`src/gauge_pkg.sv`:
```
// Constants and types shared by the charge-accounting core.
// Assumes the converter words arrive in millivolts on the core clock.
package gauge_pkg;

  // Register byte offsets on the APB window.
  localparam logic [7:0] OFS_CTRL = 8'h00;
  localparam logic [7:0] OFS_PROG_CAP = 8'h04;
  localparam logic [7:0] OFS_EARLY_THR = 8'h08;
  localparam logic [7:0] OFS_FINAL_THR = 8'h0C;
  localparam logic [7:0] OFS_MAX_THR = 8'h10;
  localparam logic [7:0] OFS_AVAIL = 8'h14;
  localparam logic [7:0] OFS_TALLY = 8'h18;
  localparam logic [7:0] OFS_LEARNED = 8'h1C;
  localparam logic [7:0] OFS_VOLTAGE = 8'h20;
  localparam logic [7:0] OFS_TEMP = 8'h24;
  localparam logic [7:0] OFS_STATUS = 8'h28;

  // Control register fields.
  localparam int CTRL_RESET_BIT = 0;
  localparam int CTRL_SCALE_LSB = 1;
  localparam int CTRL_DISP_BIT = 3;

  // Status register fields.
  localparam int ST_EARLY = 0;
  localparam int ST_FINAL = 1;
  localparam int ST_EMPTY = 2;
  localparam int ST_FAULT = 3;
  localparam int ST_PRESENT = 4;
  localparam int ST_MONITOR = 5;
  localparam int ST_QUAL = 6;

  // Voltage levels in millivolts.
  localparam logic [11:0] EARLY_THR_RST = 12'h041A;
  localparam logic [11:0] FINAL_THR_RST = 12'h03B6;
  localparam logic [11:0] MAX_THR_RST = 12'h08CA;
  localparam logic [11:0] PRESENT_MV = 12'h0064;
  localparam logic [11:0] RESTART_MV = 12'h00FA;
  localparam logic signed [11:0] HEAVY_MV = -12'sd250;

  localparam logic [15:0] PROG_CAP_RST = 16'h8400;
  localparam logic [15:0] TALLY_MAX = 16'hFFFF;
  localparam logic [15:0] BASE_STEP = 16'h0002;
  localparam logic [1:0] SCALE_RST = 2'h0;
  localparam logic [3:0] TEMP_BAND_MAX = 4'hC;
  localparam logic [3:0] COLD_BAND = 4'h4;
  localparam logic [6:0] FULL_PERCENT = 7'h64;

  // Monitoring holdoff after heavy discharge.
  localparam int HOLDOFF_MS = 500;
  localparam int CLK_MHZ = 200;
  localparam int HOLDOFF_CYC = HOLDOFF_MS * CLK_MHZ * 1000;

  typedef struct packed {
    logic charge;
    logic discharge;
    logic self_discharge;
    logic fast_rate;
  } count_events_t;

  typedef struct packed {
    logic [15:0] avail;
    logic [15:0] tally;
    logic [15:0] learned;
    logic [15:0] prog;
    logic [11:0] early_thr;
    logic [11:0] final_thr;
    logic [11:0] max_thr;
    logic [11:0] volt_prev;
    logic [1:0] scale;
    logic disp_en;
    logic early_f;
    logic final_f;
    logic empty_f;
    logic qual;
    logic dir_up;
    logic monitor_on;
    logic [26:0] holdoff;
    logic present;
    logic fault;
    logic valid_pulse;
    logic [6:0] percent;
    logic [31:0] prdata;
    logic pslverr;
    logic [1:0] btn_sync;
  } state_t;

endpackage : gauge_pkg

```
`src/charge_accounting_core.sv`:
```
// Charge-accounting core of a battery gas gauge with an APB register port.
// Assumes converter words and count events are synchronous to clk.
//
// Overview of operation
// - Cell under either threshold latches its flag until valid charge.
// - Heavy discharge halts threshold checks until half a second after.
// - Empty output floats once final flag latches, until valid charge.
// - Battery counts as present whenever cell voltage exceeds 0.1 V.
// - Voltage rising past 0.25 V or falling past 2.25 V resets the core.
// - A host reset command resets the core without any voltage change.
// - Temperature reading holds a 10-degree band in its upper hex digit.
// - Temperature band steers compensation of charge, discharge and self-discharge.
// - Charging with cell voltage above maximum threshold raises a fault.
// - Charge adds to available count; discharges subtract, grow tally.
// - Rate and temperature cut counts; self-discharge only temperature.
// - Tally becomes capacity after unbroken full-to-early discharge.
// - Charge stops at reference: programmed count until one is learned.
// - Valid charge only on a carry from the low into the high byte.
// - Low byte clears when counting turns from down to up.
// - Each increment adds 2, 4, 8 or 16 counts by scale selection.
// - Learned capacity takes programmed count at power-up and pack swap.
// - Display percentage uses learned capacity as the full reference.
// - Push-button input momentarily enables the charge display.
// - Host can read the measured cell voltage level.
// - Available count zeroes at init and first valid charge after warning.
// - Tally saturates at FFFFh, clears when available equals learned.
`timescale 1ns/1ps
`default_nettype none

module charge_accounting_core #(
  parameter int unsigned HOLDOFF_CYCLES = gauge_pkg::HOLDOFF_CYC
) (
  input wire logic clk,
  input wire logic reset,
  input wire logic psel,
  input wire logic penable,
  input wire logic pwrite,
  input wire logic [7:0] paddr,
  input wire logic [31:0] pwdata,
  output logic [31:0] prdata,
  output logic pready,
  output logic pslverr,
  input wire logic [11:0] cell_voltage_level,
  input wire logic signed [11:0] sense_resistor_input,
  input wire logic signed [7:0] temperature_c,
  input wire gauge_pkg::count_events_t events,
  input wire logic display_button_n,
  output logic empty_o,
  output logic empty_oe,
  output logic display_on,
  output logic [6:0] display_percent,
  output logic fault,
  output logic valid_charge
);

  gauge_pkg::state_t s_q;
  gauge_pkg::state_t s_d;

  // Band code: 0 below -30 C, one step per 10 C, 12 from 80 C up.
  function automatic logic [3:0] temp_band(input logic signed [7:0] t);
    logic signed [9:0] shifted;
    logic [9:0] idx;
    shifted = 10'(t) + 10'sd40;
    if (shifted < 10'sd10)
      temp_band = 4'h0;
    else
    begin
      idx = 10'(shifted / 10'sd10);
      temp_band = (idx > 10'(gauge_pkg::TEMP_BAND_MAX))
        ? gauge_pkg::TEMP_BAND_MAX : idx[3:0];
    end
  endfunction : temp_band

  // Cold cells lose an eighth of each step, fast rates a further quarter.
  function automatic logic [15:0] compensate(input logic [15:0] step,
                                             input logic [3:0] band,
                                             input logic fast);
    logic [15:0] cut;
    cut = 16'h0000;
    if (band < gauge_pkg::COLD_BAND)
      cut = step >> 3;
    if (fast)
      cut = cut + (step >> 2);
    compensate = step - cut;
  endfunction : compensate

  function automatic logic addr_mapped(input logic [7:0] a);
    addr_mapped = (a <= gauge_pkg::OFS_STATUS) && (a[1:0] == 2'h0);
  endfunction : addr_mapped

  logic [3:0] band;
  logic [15:0] step;
  logic [15:0] chg_step;
  logic [15:0] dis_step;
  logic [15:0] self_step;
  logic [15:0] up_base;
  logic [16:0] up_sum;
  logic [15:0] up_val;
  logic [15:0] dec;
  logic heavy;
  logic below_restart;
  logic soft_reset;
  logic wr;
  logic rd_setup;
  logic early_hit;
  logic [31:0] status_word;
  logic [22:0] pct_wide;

  always_comb
  begin
    s_d = s_q;
    s_d.valid_pulse = 1'b0;
    s_d.btn_sync = {s_q.btn_sync[0], ~display_button_n};
    s_d.volt_prev = cell_voltage_level;

    band = temp_band(temperature_c);
    step = gauge_pkg::BASE_STEP << s_q.scale;
    chg_step = compensate(step, band, events.fast_rate);
    dis_step = compensate(step, band, events.fast_rate);
    self_step = compensate(step, band, 1'b0);

    wr = psel && penable && pwrite && addr_mapped(paddr);
    rd_setup = psel && !penable;
    heavy = sense_resistor_input <= gauge_pkg::HEAVY_MV;
    below_restart = s_q.volt_prev < gauge_pkg::RESTART_MV;

    soft_reset = (below_restart
                  && cell_voltage_level >= gauge_pkg::RESTART_MV)
      || (s_q.volt_prev > gauge_pkg::MAX_THR_RST
          && cell_voltage_level <= gauge_pkg::MAX_THR_RST)
      || (wr && paddr == gauge_pkg::OFS_CTRL
          && pwdata[gauge_pkg::CTRL_RESET_BIT]);

    s_d.present = cell_voltage_level > gauge_pkg::PRESENT_MV;

    if (heavy)
    begin
      s_d.monitor_on = 1'b0;
      s_d.holdoff = 27'h000_0000;
    end
    else if (!s_q.monitor_on)
    begin
      if (32'(s_q.holdoff) >= HOLDOFF_CYCLES - 1)
        s_d.monitor_on = 1'b1;
      else
        s_d.holdoff = s_q.holdoff + 27'h000_0001;
    end

    up_base = s_q.dir_up ? s_q.avail : {s_q.avail[15:8], 8'h00};
    up_sum = {1'b0, up_base} + {1'b0, chg_step};
    up_val = (up_sum >= {1'b0, s_q.learned}) ? s_q.learned : up_sum[15:0];
    early_hit = 1'b0;
    dec = events.discharge ? dis_step : self_step;

    s_d.fault = events.charge
      && cell_voltage_level > s_q.max_thr;

    if (events.charge && s_q.avail < s_q.learned)
    begin
      s_d.avail = up_val;
      s_d.dir_up = 1'b1;
      s_d.qual = 1'b0;
      if (up_val[15:8] != up_base[15:8])
      begin
        s_d.valid_pulse = 1'b1;
        if (s_q.early_f)
          s_d.avail = 16'h0000;
        s_d.early_f = 1'b0;
        s_d.final_f = 1'b0;
        s_d.empty_f = 1'b0;
      end
    end
    else if (events.discharge || events.self_discharge)
    begin
      s_d.avail = (s_q.avail > dec) ? s_q.avail - dec : 16'h0000;
      s_d.dir_up = 1'b0;
      if ((events.discharge || s_q.avail != 16'h0000) && !s_q.early_f)
        s_d.tally = (32'(s_q.tally) + 32'(dec) > 32'(gauge_pkg::TALLY_MAX))
          ? gauge_pkg::TALLY_MAX : s_q.tally + dec;
    end

    if (s_d.avail == s_q.learned && !events.discharge
        && !events.self_discharge)
    begin
      s_d.tally = 16'h0000;
      s_d.qual = 1'b1;
    end

    if (s_q.monitor_on && s_q.present && !heavy)
    begin
      if (cell_voltage_level < s_q.early_thr && !s_q.early_f)
      begin
        s_d.early_f = 1'b1;
        early_hit = 1'b1;
      end
      if (cell_voltage_level < s_q.final_thr)
      begin
        s_d.final_f = 1'b1;
        s_d.empty_f = 1'b1;
      end
    end

    if (early_hit && s_q.qual)
    begin
      s_d.learned = s_q.tally;
      s_d.qual = 1'b0;
    end

    if (s_d.present && !s_q.present)
      s_d.learned = s_q.prog;

    pct_wide = 23'(s_q.avail) * 23'(gauge_pkg::FULL_PERCENT);
    if (s_q.learned == 16'h0000)
      s_d.percent = 7'h00;
    else
      s_d.percent = 7'(pct_wide / 23'(s_q.learned));

    // Software register writes.
    if (wr)
    begin
      unique case (paddr)
        gauge_pkg::OFS_CTRL:
        begin
          s_d.scale = pwdata[gauge_pkg::CTRL_SCALE_LSB +: 2];
          s_d.disp_en = pwdata[gauge_pkg::CTRL_DISP_BIT];
        end
        gauge_pkg::OFS_PROG_CAP: s_d.prog = pwdata[15:0];
        gauge_pkg::OFS_EARLY_THR: s_d.early_thr = pwdata[11:0];
        gauge_pkg::OFS_FINAL_THR: s_d.final_thr = pwdata[11:0];
        gauge_pkg::OFS_MAX_THR: s_d.max_thr = pwdata[11:0];
        default: s_d.scale = s_d.scale;
      endcase
    end

    status_word = 32'h0000_0000;
    status_word[gauge_pkg::ST_EARLY] = s_q.early_f;
    status_word[gauge_pkg::ST_FINAL] = s_q.final_f;
    status_word[gauge_pkg::ST_EMPTY] = s_q.empty_f;
    status_word[gauge_pkg::ST_FAULT] = s_q.fault;
    status_word[gauge_pkg::ST_PRESENT] = s_q.present;
    status_word[gauge_pkg::ST_MONITOR] = s_q.monitor_on;
    status_word[gauge_pkg::ST_QUAL] = s_q.qual;

    // Read data is captured in the setup phase so it is stable in access.
    if (rd_setup)
    begin
      s_d.pslverr = !addr_mapped(paddr);
      unique case (paddr)
        gauge_pkg::OFS_CTRL:
          s_d.prdata = {28'h000_0000, s_q.disp_en, s_q.scale, 1'b0};
        gauge_pkg::OFS_PROG_CAP: s_d.prdata = {16'h0000, s_q.prog};
        gauge_pkg::OFS_EARLY_THR: s_d.prdata = {20'h0_0000, s_q.early_thr};
        gauge_pkg::OFS_FINAL_THR: s_d.prdata = {20'h0_0000, s_q.final_thr};
        gauge_pkg::OFS_MAX_THR: s_d.prdata = {20'h0_0000, s_q.max_thr};
        gauge_pkg::OFS_AVAIL: s_d.prdata = {16'h0000, s_q.avail};
        gauge_pkg::OFS_TALLY: s_d.prdata = {16'h0000, s_q.tally};
        gauge_pkg::OFS_LEARNED: s_d.prdata = {16'h0000, s_q.learned};
        gauge_pkg::OFS_VOLTAGE: s_d.prdata = {20'h0_0000, s_q.volt_prev};
        gauge_pkg::OFS_TEMP: s_d.prdata = {24'h00_0000, band, 4'h0};
        gauge_pkg::OFS_STATUS: s_d.prdata = status_word;
        default: s_d.prdata = 32'h0000_0000;
      endcase
    end

    // A restart clears the accounting but keeps programmed settings.
    if (soft_reset)
    begin
      s_d.avail = 16'h0000;
      s_d.tally = 16'h0000;
      s_d.learned = s_q.prog;
      s_d.early_f = 1'b0;
      s_d.final_f = 1'b0;
      s_d.empty_f = 1'b0;
      s_d.qual = 1'b0;
      s_d.dir_up = 1'b0;
      s_d.valid_pulse = 1'b0;
    end
  end

  always_ff @(posedge clk)
  begin
    if (reset)
    begin
      s_q <= '0;
      s_q.prog <= gauge_pkg::PROG_CAP_RST;
      s_q.learned <= gauge_pkg::PROG_CAP_RST;
      s_q.early_thr <= gauge_pkg::EARLY_THR_RST;
      s_q.final_thr <= gauge_pkg::FINAL_THR_RST;
      s_q.max_thr <= gauge_pkg::MAX_THR_RST;
      s_q.scale <= gauge_pkg::SCALE_RST;
      s_q.monitor_on <= 1'b1;
    end
    else
      s_q <= s_d;
  end

  assign prdata = s_q.prdata;
  assign pready = 1'b1;
  assign pslverr = s_q.pslverr && psel && penable;
  // Open drain: pulled low until empty, then released.
  assign empty_o = 1'b0;
  assign empty_oe = !s_q.empty_f;
  assign display_on = s_q.disp_en || s_q.btn_sync[1];
  assign display_percent = s_q.percent;
  assign fault = s_q.fault;
  assign valid_charge = s_q.valid_pulse;
endmodule : charge_accounting_core

`default_nettype wire

```
`config.mk`:
```
export PLATFORM = sky130hd
export DESIGN_NAME = charge_accounting_core
export DESIGN_NICKNAME = d
export VERILOG_FILES = /design/src/gauge_pkg.sv /design/src/charge_accounting_core.sv
export SDC_FILE = /design/constraint.sdc
export NUM_CORES = 1
export LEC_CHECK = 0
export BUFFER_PORTS_ARGS = -buffer_cell sky130_fd_sc_hd__buf_4
export CORE_MARGIN = 4
export CORE_UTILIZATION = 35
export DETAILED_ROUTE_END_ITERATION = 6
export SLEW_MARGIN = 40
export SYNTH_ARGS = -nofsm -noshare
export SYNTH_HDL_FRONTEND = slang
export SYNTH_SLANG_ARGS = --single-unit
```
`constraint.sdc`:
```
create_clock -name clk -period 62.5 [get_ports clk]
set_input_delay 15.625 -clock clk [delete_from_list [all_inputs] [get_ports clk]]
set_output_delay 15.625 -clock clk [all_outputs]
set_load 0.02 [all_outputs]
```
**Word-level counts from Yosys, hierarchy flattened**

Cells that the tools add are included.

- Bits in registers: 193
- Input bits: 82
- Output and inout bits: 46
- Logic and storage cells: 158

- Add/subtract/negate cells: 9
- Multiply operators: 1
- Div/mod/pow operators: 2
- $lt $le $gt $ge: 18
- Equal/unequal tests: 12
- Shifts and indexed selects: 1
- Mux-type cells: 33
- Bitwise logic cells: 4
- Reductions and logical operators: 54

Operator list:

| kind | number |
|---|---|
| 16-bit two-way mux | 12 |
| 16-bit one-hot mux with 11 select lines | 1 |
| 28-bit two-way mux | 2 |
| 16-bit subtractor | 3 |
| 16-bit by 16-bit adder with 17-bit output | 2 |
| 8-bit by 5-bit equality test with 1-bit output (second input constant) | 4 |
| 32-bit two-way mux | 1 |
| 27-bit by 1-bit adder with 27-bit output (second input constant) | 1 |
| 27-bit >= comparator (second input constant) | 1 |
| 27-bit two-way mux | 1 |
| 8-bit by 6-bit equality test with 1-bit output (second input constant) | 3 |
| 12-bit < comparator | 2 |
| 23-bit by 16-bit divider with 23-bit output | 1 |
| 1-bit logical AND | 21 |
| 16-bit by 5-bit multiplier with 21-bit output (second input constant) | 1 |
| 17-bit by 16-bit >= comparator with 1-bit output | 1 |
| 17-bit by 16-bit > comparator with 1-bit output (second input constant) | 1 |
| 16-bit by 14-bit adder with 16-bit output | 1 |
| 16-bit adder | 1 |
| 16-bit equality test | 1 |
| 8-bit by 4-bit equality test with 1-bit output (second input constant) | 2 |
| 16-bit > comparator | 1 |
| 16-bit logical NOT | 1 |
| 16-bit < comparator | 1 |
| other kinds (34) | 68 |

**Depth between registers and ports, before layout**

- Depth in word-level cells: 21
- Depth in mapped cells: 399
- Gate-level depth less buffers: 371

**Least setup slack after synthesis**

OpenSTA, ideal clock, no wires.

- Path type: reg2reg
- Start: reg s_q[179] (netlist bit)
- End: reg s_q (netlist bit display_percent[0])
- Library setup time: 130 ps
- Arrival: 67200 ps
- Data required time: 62370 ps
- Setup slack: -4830 ps
- Stages on the path, launching flop included: 382
- Path buffers: 29
- Period minus slack after synthesis: 67330 ps
- Cells stage by stage: dfxtp_1 inv_1 ha_1 ha_1 fa_1 ha_1 nor2b_4 o31ai_2 nand4_1 and2_1 a31o_2 a21o_1 a21oi_1 xnor2_1 ha_1 nand2_1 nor4_1 nand4_1 [... 346 more ...] or2_1 buf_4 and2_1 ha_1 a21o_1 a21o_1 a21oi_1 nor2b_1 o21ai_0 nand2b_1 a21oi_1 nor2_1 a211oi_1 o21ai_0 a211oi_1 o211a_1 a41o_1 o211ai_1

- Word-level cells in the longest chain between the ends: 2

RTL lines:

| item | line | RTL |
|---|---|---|
| start: declaration | charge_accounting_core.sv:56 | `gauge_pkg::state_t s_q;` |
| 16-bit by 5-bit multiplier with 21-bit output | charge_accounting_core.sv:212 | `pct_wide = 23'(s_q.avail) * 23'(gauge_pkg::FULL_PERCENT);` |
| 23-bit by 16-bit divider with 23-bit output | charge_accounting_core.sv:216 | `s_d.percent = 7'(pct_wide / 23'(s_q.learned));` |

No other way between the ends.
A chain may end at the register's enable or synchronous reset.

**Final worst setup path**

- Start: reg s_q[178] (netlist bit)
- End: reg s_q (netlist bit display_percent[0])

The elaborated chain is that of the path after synthesis.

==> out/qor.csv <==
metric;value;unit
crit share post-route;0.959;
antenna violations before repair;0;
largest net degree at the start of global routing;84;
fmax;16.7;MHz
Total GRT Usage;0.225;
Post-DRT Antenna Nets;0;
CP Data Required Time;62.82;ns
number of diodes;0;
DR iter-0 viols;2660;
Post-Synthesis Cells;4463;
core footprint;91800;µm²
DR pass1 iterations;7;
max-slew violations;0;
FFs w/ async S/R, synth;0;
vias in the first global route;35300;
Max H-tree Level;4;
CP dominant cell by count;o21a_1;
CP Max Fanout;8;
die area;97700;µm²
row count;111;
detailed placer's ending HPWL;91200;µm
Worst setup SP type;flip-flop;
I/O pins;128;
Clock Tree Buf Depth;2;
initial core utilization;0.354;
area delta synth->final;35.6;%
Hold Fails Final Rpt;0;
WL/cell;17.7;µm
grt ovf;0;
Syn Area/Cell;7.27;µm²
Max stage delay cell, worst path;or4_4;
Yosys warnings;0;
layout cells sized above 1;0.291;
Root Driver;clkbuf_16;
CP endpoint kind;flip-flop;
Vias/cell;5.56;
Register Area;3560;µm²
Clock Latency Late Sink;0.46;ns
setup tns final;0;ns
global-route wire length before repair;182000;µm
total wire length;118000;µm
# nets final;5963;
FF+latch count, synth;177;
Slew HR;0.427;
max-cap violation count;0;
Worst Hold Class;reg2reg;
WP data arrival;60.25;ns
Final Setup Violations;0;
Setup Skew;0.0200;ns
Netlist Area Pre-Place;32500;µm²
input/output buffers;93;
routed via count;37100;
Clock Sink Count;177;
RSZ-0062 raised after global routing;true;
gpl congestion;0.921;
hold buffers post-CTS;0;
minimum clock period;59.93;ns
Synth Flop Type;dfxtp_1;
clk slew on worst S/H paths;0.08;ns
fill count;9085;
multi-input logic area;29000;µm²
Die Y-Extent;313;µm
CTS tree;done;
status;complete, no violations;
Cell variety after synth;123;
DRC viols;0;
CTS buffer count;17;
die width;313;µm
Post-synth EDFFs;0;
CP peak stage delay;0.59;ns
Least-Margin Pin Slew;0.852;ns
critical path class;reg2reg;
Seq/Total Area, Yosys;0.109;
==> cell families after synthesis <==
| family | Yosys count | share of synthesized area |
|---|---|---|
| simple gates | 1556 | 0.238 |
| compound gates | 1409 | 0.291 |
| fa+ha+maj | 465 | 0.182 |
| buf+inv | 423 | 0.0551 |
| xor+xnor | 310 | 0.0839 |
| flops | 177 | 0.109 |
| mux | 121 | 0.0403 |
| other cells | 2 | 0.000231 |
==> metal layers <==
metal  vias up  global-route usage  part of all wire
li1      18400                   -                 -
met1     17600               0.290              0.44
met2      1022               0.402              0.48
met3       187              0.0189             0.048
met4         0              0.0591             0.030
met5         -                   0                 0
==> cells in the final DEF (no fill, tap or decap), types with 41 or more instances in the layout <==
master,count
nor2_1,376
buf_4,1056
a21oi_1,355
nor3_1,124
nand2b_1,81
a21o_1,134
mux2i_1,45
and3_1,41
nand2_1,366
mux2_2,47
and2_1,44
a22oi_1,47
o21ai_1,45
dfxtp_1,171
a21oi_2,54
ha_1,405
o31ai_1,47
xnor2_1,194
inv_1,245
nor2b_1,61
o21a_1,78
nand4_1,72
xor2_1,109
nand3_1,114
o21ai_0,182
==> path summary, 6_finish.rpt <==
| kind | startpoint | end | slack (ns) | depth (start not counted) |
|---|---|---|---|---|
| worst max-delay path | s_q[178] | display_percent[0] | 2.57 | 359 |
| worst max register to register | s_q[178] | display_percent[0] | 2.57 | 359 |
| worst min-delay path | s_d[1] | s_q[1] | 0.44 | 1 |
| worst min register to register | s_d[1] | s_q[1] | 0.44 | 1 |
==> per-stage QoR <==
step	utilization	setup WS, ns	hold slack (ns)	cells	cell area [µm²]
final	0.479	2.57	0.440	6674	44000
after global placement	0.443	-1.18	0.422	6515	40700
after CTS	0.454	0.0116	0.442	6567	41700
after floorplan	-	0.0472	0.414	4482	32800
after global routing	0.479	-1.06	0.461	6674	44000
after detailed placement	0.443	-1.71	0.422	6515	40700
==> worst max-delay path, delay by kind of cell (launching register included) <==
family / cells / cell delay (ns)
mux: 11 / 3.07
fa+ha+maj: 26 / 7.52
simple gates: 102 / 13.96
compound gates: 188 / 30.04
xor+xnor: 8 / 1.76
buf+inv: 24 / 2.94
flops: 1 / 0.37
==> area by class of cell <==
type,count,share of cell area
timing repair buffer,1085,0.188
tap,1243,0.0353
inverter,256,0.0218
multi-input combinational,3882,0.659
clock buffer,17,0.00967
sequential,177,0.0809
clock inverter,14,0.00461
==> sequential cells by signal, indices dropped and copies added, names as in the netlist <==
signal,count
s_q,151
fault,1
s_d,1
prdata,16
display_percent,7
valid_charge,1
==> cells in the mapped netlist (100+ instances only) <==
cell / number / share of area
ha_1: 447 / 0.17
a21oi_1: 412 / 0.064
nor2_1: 403 / 0.047
nand2_1: 387 / 0.045
inv_1: 254 / 0.029
o21ai_0: 244 / 0.038
xnor2_1: 198 / 0.053
dfxtp_1: 177 / 0.11
a21o_1: 135 / 0.031
nor3_1: 131 / 0.020
nand3_1: 118 / 0.018
xor2_1: 111 / 0.030
clkbuf_1: 100 / 0.012
==> what timing repair did <==
| item | CTS | global route |
|---|---|---|
| cloned | 1 | 1 |
| setup buffers | 20 | 106 |
| pin swaps | 23 | 288 |
| setup endpoints to repair | 2 | 3 |
| gates resized for setup | 62 | 337 |
Power is not shown: default switching activity piles up to over one toggle a cycle in this logic, so the estimate is an artifact.
